## src/rtl/gpl_regs.svh

```systemverilog
`ifndef GPL_REGS_SVH
`define GPL_REGS_SVH

// register byte offsets
`define GPL_OFS_DIRECTION    8'h00
`define GPL_OFS_INPUT_EN     8'h04
`define GPL_OFS_PULL_UP      8'h08
`define GPL_OFS_PULL_DOWN    8'h0c
`define GPL_OFS_OPEN_DRAIN   8'h10
`define GPL_OFS_DRIVE        8'h14
`define GPL_OFS_LOCK         8'h18
`define GPL_OFS_INPUT_DATA   8'h1c

// lock register fields
`define GPL_LOCK_KEY_MSB     31
`define GPL_LOCK_KEY_LSB     16
`define GPL_LOCK_KEY         16'h5fa0

// reset values
`define GPL_RST_WORD         32'h0000_0000
`define GPL_RST_PINS         16'h0000

`endif

```

## src/rtl/gpl_pkg.sv

```systemverilog
package gpl_pkg;

  // per-pin configuration that the lock can freeze
  typedef struct packed {
    logic [15:0] direction;
    logic [15:0] input_en;
    logic [15:0] pull_up;
    logic [15:0] pull_down;
    logic [15:0] open_drain;
  } gpl_pin_cfg_t;

  // pad controls after priority resolution
  typedef struct packed {
    logic [15:0] pullup_en;
    logic [15:0] pulldown_en;
    logic [15:0] opendrain_en;
    logic [31:0] drive_code;
    logic [15:0] output_en;
  } gpl_pad_ctrl_t;

  // lock state handed to the alternate-function multiplexer
  typedef enum logic [0:0] {
    GPL_UNLOCKED = 1'b0,
    GPL_LOCKED   = 1'b1
  } gpl_lock_state_t;

endpackage

```

## src/rtl/gpl_port_pad_config_lock.sv

```systemverilog
`timescale 1ns/1ps
`include "gpl_regs.svh"
// Overview of operation
// - pull-up select register, one bit per pin, 1 enables pull-up.
// - pull-down select register, one bit per pin, 1 enables pull-down.
// - pull-up wins; pull-down suppressed when both selected on a pin.
// - open-drain select register, 0 push-pull, 1 open-drain per pin.
// - two-bit drive code per pin, 00 lowest to 11 highest.
// - lock write accepted only with key 5fa0 in upper half; else discarded.
// - reading key field returns lock status, 0 inactive, 1 active.
// - lock register low half holds one lock bit per pin.
// - locked pin freezes direction, input enable, pulls, open-drain, alt-function.
// - lock register writable once, until reset.
// - direction bit 0 input, 1 output; frozen by lock.
// - input enable 0 forces sampled input to zero.
module gpl_port_pad_config_lock (
  // clock and reset
  input  wire logic                   clock,
  input  wire logic                   rst_n,
  // register port
  input  wire logic [7:0]             reg_addr,
  input  wire logic [31:0]            reg_wdata,
  input  wire logic                   reg_write,
  input  wire logic                   reg_read,
  output logic [31:0]                 reg_rdata,
  // pad side
  input  wire logic [15:0]            pad_in,
  output gpl_pkg::gpl_pad_ctrl_t      pad_ctrl,
  output logic [15:0]                 pin_data_in,
  // toward the alternate-function multiplexer
  output logic [15:0]                 pin_lock_bits,
  output gpl_pkg::gpl_lock_state_t    lock_key_status
);
  import gpl_pkg::*;

  // configuration flops, one vector per field so each has its own process
  logic [15:0]  dir_bits;
  logic [15:0]  inen_bits;
  logic [15:0]  pu_bits;
  logic [15:0]  pd_bits;
  logic [15:0]  od_bits;

  // assembled view of the frozen fields, as the package lays them out
  gpl_pin_cfg_t cfg;

  // drive codes sit outside the lock
  logic [31:0]  pin_drive_code;

  // write word split into its two halves
  logic [15:0]  wdata_pins;
  logic [15:0]  key_field;

  // lock state and key check
  logic [15:0]  lock_bits;
  logic         locked;
  logic         key_match;
  logic         lock_accept;

  // write strobes decoded per offset
  logic         wr_direction;
  logic         wr_input_en;
  logic         wr_pull_up;
  logic         wr_pull_down;
  logic         wr_open_drain;
  logic         wr_drive;
  logic         wr_lock;

  // next values of the frozen fields, already masked by the lock
  logic [15:0]  next_dir;
  logic [15:0]  next_inen;
  logic [15:0]  next_pu;
  logic [15:0]  next_pd;
  logic [15:0]  next_od;

  // next values of the lock itself
  logic [15:0]  next_lock_bits;
  logic         next_locked;

  // pad control flops, one per field of the pad bundle
  logic [15:0]  pu_ctrl;
  logic [15:0]  pd_ctrl;
  logic [15:0]  od_ctrl;
  logic [31:0]  drv_ctrl;
  logic [15:0]  oe_ctrl;

  // input path and read path
  logic [15:0]  next_pulldown;
  logic [15:0]  next_sampled;
  logic [31:0]  lock_view;
  logic [31:0]  next_rdata;

  // writes only reach unlocked pins; one helper serves all five fields
  function automatic logic [15:0] masked_write(input logic [15:0] old_v,
                                               input logic [15:0] new_v,
                                               input logic [15:0] lk);
    masked_write = (old_v & lk) | (new_v & ~lk);
  endfunction

  // one write strobe aimed at one offset; all inputs passed in so it stays pure
  function automatic logic hit(input logic       wr,
                               input logic [7:0] addr,
                               input logic [7:0] ofs);
    hit = wr && (addr == ofs);
  endfunction

  // pull-up has priority, so a pin never sees both pulls at once
  function automatic logic [15:0] pull_down_gate(input logic [15:0] up,
                                                 input logic [15:0] down);
    pull_down_gate = down & ~up;
  endfunction

  // per-pin fields read back in the low half, upper half zero
  function automatic logic [31:0] low_half(input logic [15:0] v);
    low_half = {16'h0000, v};
  endfunction

  // low half carries pin bits, high half the key
  assign wdata_pins = reg_wdata[15:0];
  assign key_field  = reg_wdata[`GPL_LOCK_KEY_MSB:`GPL_LOCK_KEY_LSB];

  // offset decode for the write side
  // unmapped offsets match nothing and are dropped
  assign wr_direction  = hit(reg_write, reg_addr, `GPL_OFS_DIRECTION);
  assign wr_input_en   = hit(reg_write, reg_addr, `GPL_OFS_INPUT_EN);
  assign wr_pull_up    = hit(reg_write, reg_addr, `GPL_OFS_PULL_UP);
  assign wr_pull_down  = hit(reg_write, reg_addr, `GPL_OFS_PULL_DOWN);
  assign wr_open_drain = hit(reg_write, reg_addr, `GPL_OFS_OPEN_DRAIN);
  assign wr_drive      = hit(reg_write, reg_addr, `GPL_OFS_DRIVE);
  assign wr_lock       = hit(reg_write, reg_addr, `GPL_OFS_LOCK);

  // locked pins keep their old bits whatever software writes
  assign next_dir  = masked_write(dir_bits, wdata_pins, lock_bits);
  assign next_inen = masked_write(inen_bits, wdata_pins, lock_bits);
  assign next_pu   = masked_write(pu_bits, wdata_pins, lock_bits);
  assign next_pd   = masked_write(pd_bits, wdata_pins, lock_bits);
  assign next_od   = masked_write(od_bits, wdata_pins, lock_bits);

  // the frozen fields in the order the package expects
  assign cfg = {dir_bits, inen_bits, pu_bits, pd_bits, od_bits};

  // direction: 0 input, 1 output
  // a locked pin keeps its mode, so a stray write cannot turn it around
  always_ff @(posedge clock) begin
    if (!rst_n) begin
      dir_bits <= `GPL_RST_PINS;
    end else if (wr_direction) begin
      dir_bits <= next_dir;
    end
  end

  // input enable: 0 switches the receiver off
  // frozen like direction, so a locked input cannot go deaf
  always_ff @(posedge clock) begin
    if (!rst_n) begin
      inen_bits <= `GPL_RST_PINS;
    end else if (wr_input_en) begin
      inen_bits <= next_inen;
    end
  end

  // pull-up select
  // locked pins ignore the write bit for bit
  always_ff @(posedge clock) begin
    if (!rst_n) begin
      pu_bits <= `GPL_RST_PINS;
    end else if (wr_pull_up) begin
      pu_bits <= next_pu;
    end
  end

  // pull-down select; the pad only sees it where no pull-up is set
  // stored as written, so software reads back what it wrote
  always_ff @(posedge clock) begin
    if (!rst_n) begin
      pd_bits <= `GPL_RST_PINS;
    end else if (wr_pull_down) begin
      pd_bits <= next_pd;
    end
  end

  // open-drain select: 0 push-pull, 1 open-drain
  // frozen too, so a locked shared line keeps its output type
  always_ff @(posedge clock) begin
    if (!rst_n) begin
      od_bits <= `GPL_RST_PINS;
    end else if (wr_open_drain) begin
      od_bits <= next_od;
    end
  end

  // drive codes, two bits per pin, 00 weakest to 11 strongest
  // kept free on purpose: software may retune a locked pin's current
  always_ff @(posedge clock) begin
    if (!rst_n) begin
      pin_drive_code <= `GPL_RST_WORD;
    end else if (wr_drive) begin
      pin_drive_code <= reg_wdata;
    end
  end

  // the key must arrive in the same write as the lock bits
  assign key_match      = (key_field == `GPL_LOCK_KEY);
  assign lock_accept    = wr_lock && !locked && key_match;
  assign next_lock_bits = lock_accept ? wdata_pins : lock_bits;
  assign next_locked    = locked | lock_accept;

  // lock bits: one accepted write, then sealed until reset
  // a second keyed write is ignored, even with the right key
  always_ff @(posedge clock) begin
    if (!rst_n) begin
      lock_bits <= `GPL_RST_PINS;
    end else begin
      lock_bits <= next_lock_bits;
    end
  end

  // sealed flag; only reset clears it, so a runaway write cannot unlock
  // rst_n doubles as the port reset here
  always_ff @(posedge clock) begin
    if (!rst_n) begin
      locked <= 1'b0;
    end else begin
      locked <= next_locked;
    end
  end

  // pads see the resolved pulls, never the raw pull-down select
  assign next_pulldown = pull_down_gate(cfg.pull_up, cfg.pull_down);

  // pull-up control to the pad
  // one flop stage, so pads follow a write two edges after the strobe
  always_ff @(posedge clock) begin
    if (!rst_n) begin
      pu_ctrl <= `GPL_RST_PINS;
    end else begin
      pu_ctrl <= cfg.pull_up;
    end
  end

  // pull-down control to the pad
  always_ff @(posedge clock) begin
    if (!rst_n) begin
      pd_ctrl <= `GPL_RST_PINS;
    end else begin
      pd_ctrl <= next_pulldown;
    end
  end

  // output type to the pad
  always_ff @(posedge clock) begin
    if (!rst_n) begin
      od_ctrl <= `GPL_RST_PINS;
    end else begin
      od_ctrl <= cfg.open_drain;
    end
  end

  // drive level to the pad
  always_ff @(posedge clock) begin
    if (!rst_n) begin
      drv_ctrl <= `GPL_RST_WORD;
    end else begin
      drv_ctrl <= pin_drive_code;
    end
  end

  // output enable follows direction; high while the pin drives
  always_ff @(posedge clock) begin
    if (!rst_n) begin
      oe_ctrl <= `GPL_RST_PINS;
    end else begin
      oe_ctrl <= cfg.direction;
    end
  end

  // pad bundle straight from the five flops above
  assign pad_ctrl = {pu_ctrl, pd_ctrl, od_ctrl, drv_ctrl, oe_ctrl};

  // receiver off reads zero; inputs are taken as synchronous
  assign next_sampled = pad_in & cfg.input_en;

  // sampled input, one flop deep
  // no synchroniser: pins are taken as synchronous to clock
  always_ff @(posedge clock) begin
    if (!rst_n) begin
      pin_data_in <= `GPL_RST_PINS;
    end else begin
      pin_data_in <= next_sampled;
    end
  end

  // lock bits copied out for the alt-function select fields
  // the multiplexer freezes its select fields with these
  always_ff @(posedge clock) begin
    if (!rst_n) begin
      pin_lock_bits <= `GPL_RST_PINS;
    end else begin
      pin_lock_bits <= lock_bits;
    end
  end

  // lock state for the same fields
  always_ff @(posedge clock) begin
    if (!rst_n) begin
      lock_key_status <= GPL_UNLOCKED;
    end else begin
      lock_key_status <= locked ? GPL_LOCKED : GPL_UNLOCKED;
    end
  end

  // key field reads back as the lock status, not the key
  assign lock_view = {15'h0, locked, lock_bits};

  // read mux; unmapped offsets read zero
  // fields narrower than a word read back zero-extended
  always_comb begin
    next_rdata = `GPL_RST_WORD;
    case (reg_addr)
      `GPL_OFS_DIRECTION:  next_rdata = low_half(cfg.direction);
      `GPL_OFS_INPUT_EN:   next_rdata = low_half(cfg.input_en);
      `GPL_OFS_PULL_UP:    next_rdata = low_half(cfg.pull_up);
      `GPL_OFS_PULL_DOWN:  next_rdata = low_half(cfg.pull_down);
      `GPL_OFS_OPEN_DRAIN: next_rdata = low_half(cfg.open_drain);
      `GPL_OFS_DRIVE:      next_rdata = pin_drive_code;
      `GPL_OFS_LOCK:       next_rdata = lock_view;
      `GPL_OFS_INPUT_DATA: next_rdata = low_half(pin_data_in);
      default:             next_rdata = `GPL_RST_WORD;
    endcase
  end

  // read data valid the cycle after the strobe only, zero otherwise
  // the idle zero keeps stale data off the bus between reads
  always_ff @(posedge clock) begin
    if (!rst_n) begin
      reg_rdata <= `GPL_RST_WORD;
    end else if (reg_read) begin
      reg_rdata <= next_rdata;
    end else begin
      reg_rdata <= `GPL_RST_WORD;
    end
  end

endmodule

```

## config.mk

```make
export PLATFORM = sky130hd
export DESIGN_NAME = gpl_port_pad_config_lock
export DESIGN_NICKNAME = d
export VERILOG_FILES = /design/src/rtl/gpl_pkg.sv /design/src/rtl/gpl_port_pad_config_lock.sv
export VERILOG_INCLUDE_DIRS = /design/src /design/src/rtl
export SDC_FILE = /design/constraint.sdc
export NUM_CORES = 1
export LEC_CHECK = 0
export ABC_AREA = 0
export ABC_CLOCK_PERIOD_IN_PS = 4500
export BUFFER_PORTS_ARGS = -buffer_cell sky130_fd_sc_hd__buf_2
export CAP_MARGIN = 20
export CORE_MARGIN = 1.5
export CORE_UTILIZATION = 55
export CTS_CLUSTER_DIAMETER = 200
export CTS_CLUSTER_SIZE = 28
export DETAILED_ROUTE_END_ITERATION = 7
export GPL_ROUTABILITY_DRIVEN = 0
export GPL_TIMING_DRIVEN = 0
export PLACE_DENSITY_LB_ADDON = 0.2
export SYNTH_ARGS = -nofsm -noshare
export SYNTH_HDL_FRONTEND = slang
export SYNTH_SLANG_ARGS = --single-unit
```

## constraint.sdc

```tcl
create_clock -name clock -period 4.5 [get_ports clock]
set_input_delay 0.9 -clock clock [delete_from_list [all_inputs] [get_ports clock]]
set_output_delay 0.9 -clock clock [all_outputs]
set_load 0.01 [all_outputs]
```

==> results.cfg, run 1 <==
[power_and_ir_drop]
total_power_mw = 4.15
max-vdd-ir-drop_uv = 338
p_per_area_nw_per_um2 = 349
p_leak_nw = 5.19

[synth]
syn_area_um2 = 10100
ys.flop_type = dfxtp_1
synth_area_leaders = dfxtp_1 57%, and2_1 6.1%, o31ai_1 5.2%, nand2_1 4.0%, a22oi_1 3.4%
ys_ff_latch = 290
synth_edf_count = 0
synth_largest_area_cell = dfxtp_1
syn-instance-count = 983
yosys_warnings = 0
synth.distinct_cells = 47
synthSimpleGateAreaFrac_pct = 14.9
seq_area_frac_synth_pct = 57.3
synth.most_common_cell = dfxtp_1
synth_top_family_by_area = compound AO/OA/AOI/OAI gates
synth_commonest_cells = 290 x dfxtp_1, 108 x nand2_1, 98 x and2_1
synth_top_area_share_pct = 57.3
synthXorXnorAreaFrac_pct = 0
synth_fa_ha_area_share_pct = 0
synth.area.mux_share_pct = 5.89
synth_fp_nets = 1043
async_flop_share_pct = 0
synth_compound_area_share_pct = 17.8
synth_area_per_cell_um2 = 10.3

[global_route]
grt_pass1_vias = 7911
overflow = 0
grtUsageMet1_pct = 41.7
antenna_found_initial = 0
grt_use_met2_pct = 48.9
grt_max_degree = 29
track_usage_pct = 31.1
grt_pass1_wl_um = 46100
grt_use_met3_pct = 7.91
grt-busiest-layer = met2

[placement]
port_buffers = 220
dpl-instance-area_um2 = 11500
preCtsSetupSlack_ps = 1470
hpwlAfterDp_um = 21900
dp_cells = 1432

[final_layout]
n_antenna_cell = 0
multi_input_area_um2 = 3900
seq_area_um2 = 5810
fin_nets = 1279
syn2layout_area_growth_pct = 17.6
fillers = 1514
instances_no_fill = 1448
drive_gt1_share_pct = 24.5
stdcell_area_um2 = 11900

[sta]
clock.fmax_ghz = 0.381
clock_skew_ps = 25.3
setup_violations = 0
finalHoldViolations = 0
fin_ws_ps = 1880
maxSlewViolCount = 0
slew_headroom_pct = 36.9
rsz0062_at_grt = no
finalSetupTns_ps = 0
period_minus_slack_ps = 2620
tightest_slew_ps = 947
post-route-period-util_pct = 58.3

[routing]
wl_per_cell_um = 21.4
wl_um = 31000
ant_nets = 0
vias = 8519
firstDrtPassIters = 5
drc = 0
drt_iter0_drc = 912
drt-vias-per-instance = 5.88

[floorplanning]
io_pins = 221
die_x_um = 139
dieArea_um2 = 19200
rows = 49
core_um2 = 18000
start_util_pct = 56.2
die_y_um = 139

[clock_tree]
cts_buffer_depth = 3
hold_buffers = 0
cts_tree = done
htree_levels = 1
insertion_delay_ps = 500
cts_resized = 0
path_clk_slew_ps = 110
cts_setup_buffers = 0
clkSinkCount = 290
cts_root_buf = clkbuf_16
cts_buffers = 14

[min_path]
hold_path.class = reg2reg
hold_depth = 1
min_to = pd_ctrl[9]

[critical_path]
startpoint_type = input pin
cp.required_ps = 4880
r2r_start = locked
reg2reg_to = lock_bits[14]
crit_arrival_ps = 3000
crit_path_max_fanout = 10
r2r_cells = 6
rrSetupSlack_ps = 2480
cp-end-kind = flip-flop
crit_type = in2reg

[run]
max_cap_viol_count = 0

[status]
status = finished, final reports clean
-- how the worst max path moves through the flow --
stage | startpoint | end | depth (start not counted)
6_report | reg_addr[3] | flip-flop | 7
5_1_grt | reg_addr[3] | flip-flop | 7
4_1_cts | reg_addr[3] | flip-flop | 7
3_5_place_dp | reg_addr[3] | flip-flop | 7
3_3_place_gp | reg_addr[3] | flip-flop | 7
2_1_floorplan | reg_addr[5] | reg_rdata[11] | 6
-- routing by layer --
layer  wire, um  share of wire (%)  up-vias
met5          0                  0        -
met4       1060                3.4        0
met3       3780                 12       87
met2      13600                 44      564
met1      12500                 40     3963
li1           -                  -     3905
-- layout make-up --
cell class | count | area share, %
Timing Repair Buffer | 220 | 9.25
Inverter | 17 | 0.536
Sequential cell | 290 | 48.7
Clock buffer | 15 | 3.15
Buffer | 81 | 3.00
Clock inverter | 1 | 0.168
Multi-Input combinational cell | 595 | 32.7
Tap cell | 229 | 2.41
-- critical path, cell delays in order --
cell and delay (ps):
buf_2 110, buf_2 180, nor4b_1 650, nand3_1 350, clkbuf_1 410, o211ai_1 290, o31ai_1 110
-- power by group --
| part | internal, mW | switching [mW] | total, mW |
|---|---|---|---|
| logic | 0.0446 | 0.121 | 0.165 |
| registers | 2.57 | 0.00109 | 2.57 |
| clock network | 0.613 | 0.806 | 1.42 |
-- cells in the final DEF (no fill, tap or decap), types with 3 or more instances in the layout --
| cell | instances |
|---|---|
| dfxtp_1 | 290 |
| buf_2 | 234 |
| nand2_1 | 108 |
| and2_1 | 98 |
| o31ai_1 | 70 |
| clkbuf_1 | 55 |
| o21ai_0 | 53 |
| a22oi_1 | 46 |
| a21boi_0 | 32 |
| mux2_2 | 29 |
| mux2i_1 | 27 |
| nor2_1 | 22 |
| o211ai_1 | 22 |
| and3_1 | 17 |
| inv_1 | 17 |
| clkbuf_16 | 15 |
| and3b_1 | 10 |
| o22a_1 | 10 |
| nand4_1 | 6 |
| buf_1 | 5 |
| o21ai_1 | 5 |
| o21ai_2 | 4 |
| o22a_2 | 4 |
| buf_4 | 3 |
| nand3_1 | 3 |
| or4_1 | 3 |
-- stage by stage --
step / hold slack (ps) / utilization, %
2_1_floorplan: 404 / -
3_3_place_gp: 435 / 63.9
3_5_place_dp: 440 / 63.9
4_1_cts: 461 / 66.1
5_1_grt: 476 / 66.1
6_report: 455 / 66.1
-- cell families after synthesis --
logic type             after synthesis
AOI/OAI and AO/OA                  255
buffers and inverters               98
DFF                                290
muxes                               56
and+or+nand+nor                    284
Note: power is estimated with default switching activity, not from simulation.
==> inputs of run 2 (changes only) <==
--- a/config.mk
+++ b/config.mk
@@ -7,11 +7,11 @@
 export NUM_CORES = 1
 export LEC_CHECK = 0
 export ABC_AREA = 0
-export ABC_CLOCK_PERIOD_IN_PS = 4500
+export ABC_CLOCK_PERIOD_IN_PS = 2600
 export BUFFER_PORTS_ARGS = -buffer_cell sky130_fd_sc_hd__buf_2
 export CAP_MARGIN = 20
 export CORE_MARGIN = 1.5
-export CORE_UTILIZATION = 55
+export CORE_UTILIZATION = 54
 export CTS_CLUSTER_DIAMETER = 200
 export CTS_CLUSTER_SIZE = 28
 export DETAILED_ROUTE_END_ITERATION = 7
==> constraint.sdc (replaced) <==
create_clock -name clock -period 2.6 [get_ports clock]
set_input_delay 0.52 -clock clock [delete_from_list [all_inputs] [get_ports clock]]
set_output_delay 0.52 -clock clock [all_outputs]
set_load 0.01 [all_outputs]
==> run 2 against run 1 <==
Register-to-register slack worse by 1800 ps. The flow now finishes with violations (DRC). Worst hold slack worse by 220 ps. Wire length up 0.66%. Critical path type unchanged. Largest power group unchanged. Clock skew down 4.3 ps. Worst setup slack worse by 1600 ps. Die area up 1.8%. Largest cell class unchanged. Flip-flop and latch count unchanged. Clock-buffer cell count unchanged.
==> results.cfg, run 2 (same netlist as run 1, synthesis figures left out) <==
[status]
status = finished, violations left
violations = DRC

[clock_tree]
cts_tree = done
cts_buffers = 14
hold_buffers = 0
insertion_delay_ps = 510
path_clk_slew_ps = 110
clkSinkCount = 290
cts_buffer_depth = 3
htree_levels = 1
cts_root_buf = clkbuf_16
cts_resized = 0
cts_setup_buffers = 0

[min_path]
hold_path.class = in2reg

[critical_path]
startpoint_type = input pin
cpMaxStageDelayCell = nor4b_1
crit_family = simple AND/OR/NAND/NOR gates
path_cells = buf_2, buf_2, nor4b_1, nand3_1, clkbuf_1, o211ai_1, o31ai_1
crit_type = in2reg
cpPeakStageDelay_ps = 670
cp_num_buf_inv = 3
crit_path_max_fanout = 10
crit_arrival_ps = 2700
cp-end-kind = flip-flop
cp.required_ps = 2970
crit_top_cell = buf_2

[floorplanning]
dieArea_um2 = 19600
die_y_um = 140
core_um2 = 18100
rows = 49
die_x_um = 140
start_util_pct = 55.8
io_pins = 221

[sta]
finalHoldViolations = 0
rsz0062_at_grt = no
clock_skew_ps = 21.0
holdWs_ps = 239
tightest_slew_ps = 956
post-route-period-util_pct = 89.9
slew_headroom_pct = 36.2
period_minus_slack_ps = 2340
clock.fmax_ghz = 0.428
maxSlewViolCount = 0
setup_violations = 0

[placement]
port_buffers = 220
dp_cells = 1432
hpwlAfterDp_um = 21800

[run]
max_cap_viol_count = 0

[final_layout]
n_antenna_cell = 0
syn2layout_area_growth_pct = 17.6
fillers = 1488
mostFrequentLayoutCell = dfxtp_1
drive_gt1_share_pct = 24.5
final_cell_mix = 290 x dfxtp_1, 234 x buf_2, 108 x nand2_1, 98 x and2_1, 70 x o31ai_1
fin_nets = 1279
instances_no_fill = 1448

[routing]
top_layer = met4
drt-met1-wl_um = 12600
drt-vias-per-instance = 5.88
wl_um = 31200
dr_wl_met3_um = 3560
drc = 18
firstDrtPassIters = 8
ant_nets = 0
drt_iter0_drc = 904
route.met2.wl_um = 14000
wl_per_cell_um = 21.5
vias = 8517

[global_route]
overflow = 0
grt_pass1_wl_um = 46500
grt_max_degree = 29
grt_pass1_vias = 7978
track_usage_pct = 31.2
antenna_found_initial = 0

[power_and_ir_drop]
total_power_mw = 7.19
max-vdd-ir-drop_uv = 432
p_leak_nw = 5.19
p_per_area_nw_per_um2 = 604
==> run 2: cell counts in the layout (fill, tap and decap cells not counted) <==
Identical to the previous run, type by type.
==> run 2: worst paths after layout <==
check | cells after the start | endpoint | from | slack (ps)
worst max-delay path | 7 | flip-flop | reg_addr[3] | 260
worst min-delay path | 2 | pin_data_in[4] | pad_in[4] | 240
worst max register to register | 6 | lock_bits[9] | locked | 670
worst min register to register | 1 | pd_ctrl[8] | flip-flop | 460
==> run 2: area by class of cell <==
class / count / area (um^2) / area share [%]
Sequential cell: 290 / 5810 / 48.7
Multi-Input combinational cell: 595 / 3900 / 32.7
Timing Repair Buffer: 220 / 1100 / 9.25
Clock buffer: 15 / 375 / 3.15
Buffer: 81 / 358 / 3.00
Tap cell: 229 / 287 / 2.41
Inverter: 17 / 63.8 / 0.536
Clock inverter: 1 / 20.0 / 0.168
==> run 2: per-layer routing <==
metal,up-vias,GRT usage (%)
met5,-,0
met4,0,11.9
met3,81,6.09
met2,514,49.6
met1,3999,42.2
li1,3923,-
==> run 2: through the flow <==
stage	instance area, um^2	setup WS (ps)	setup TNS [ps]	utilization (%)
after floorplan	10100	507	0	-
after global placement	11500	-149	-2270	63.4
after detailed placement	11500	-114	-1420	63.4
after CTS	11900	366	0	65.6
after global routing	11900	180	0	65.6
final	11900	264	0	65.6
==> run 2: power breakdown <==
part / internal (mW) / switching (mW) / leakage [nW] / total (mW)
sequential: 4.44 / 0.00186 / 2.33 / 4.44
combinational: 0.0771 / 0.211 / 2.66 / 0.288
clock: 1.06 / 1.40 / 0.195 / 2.46
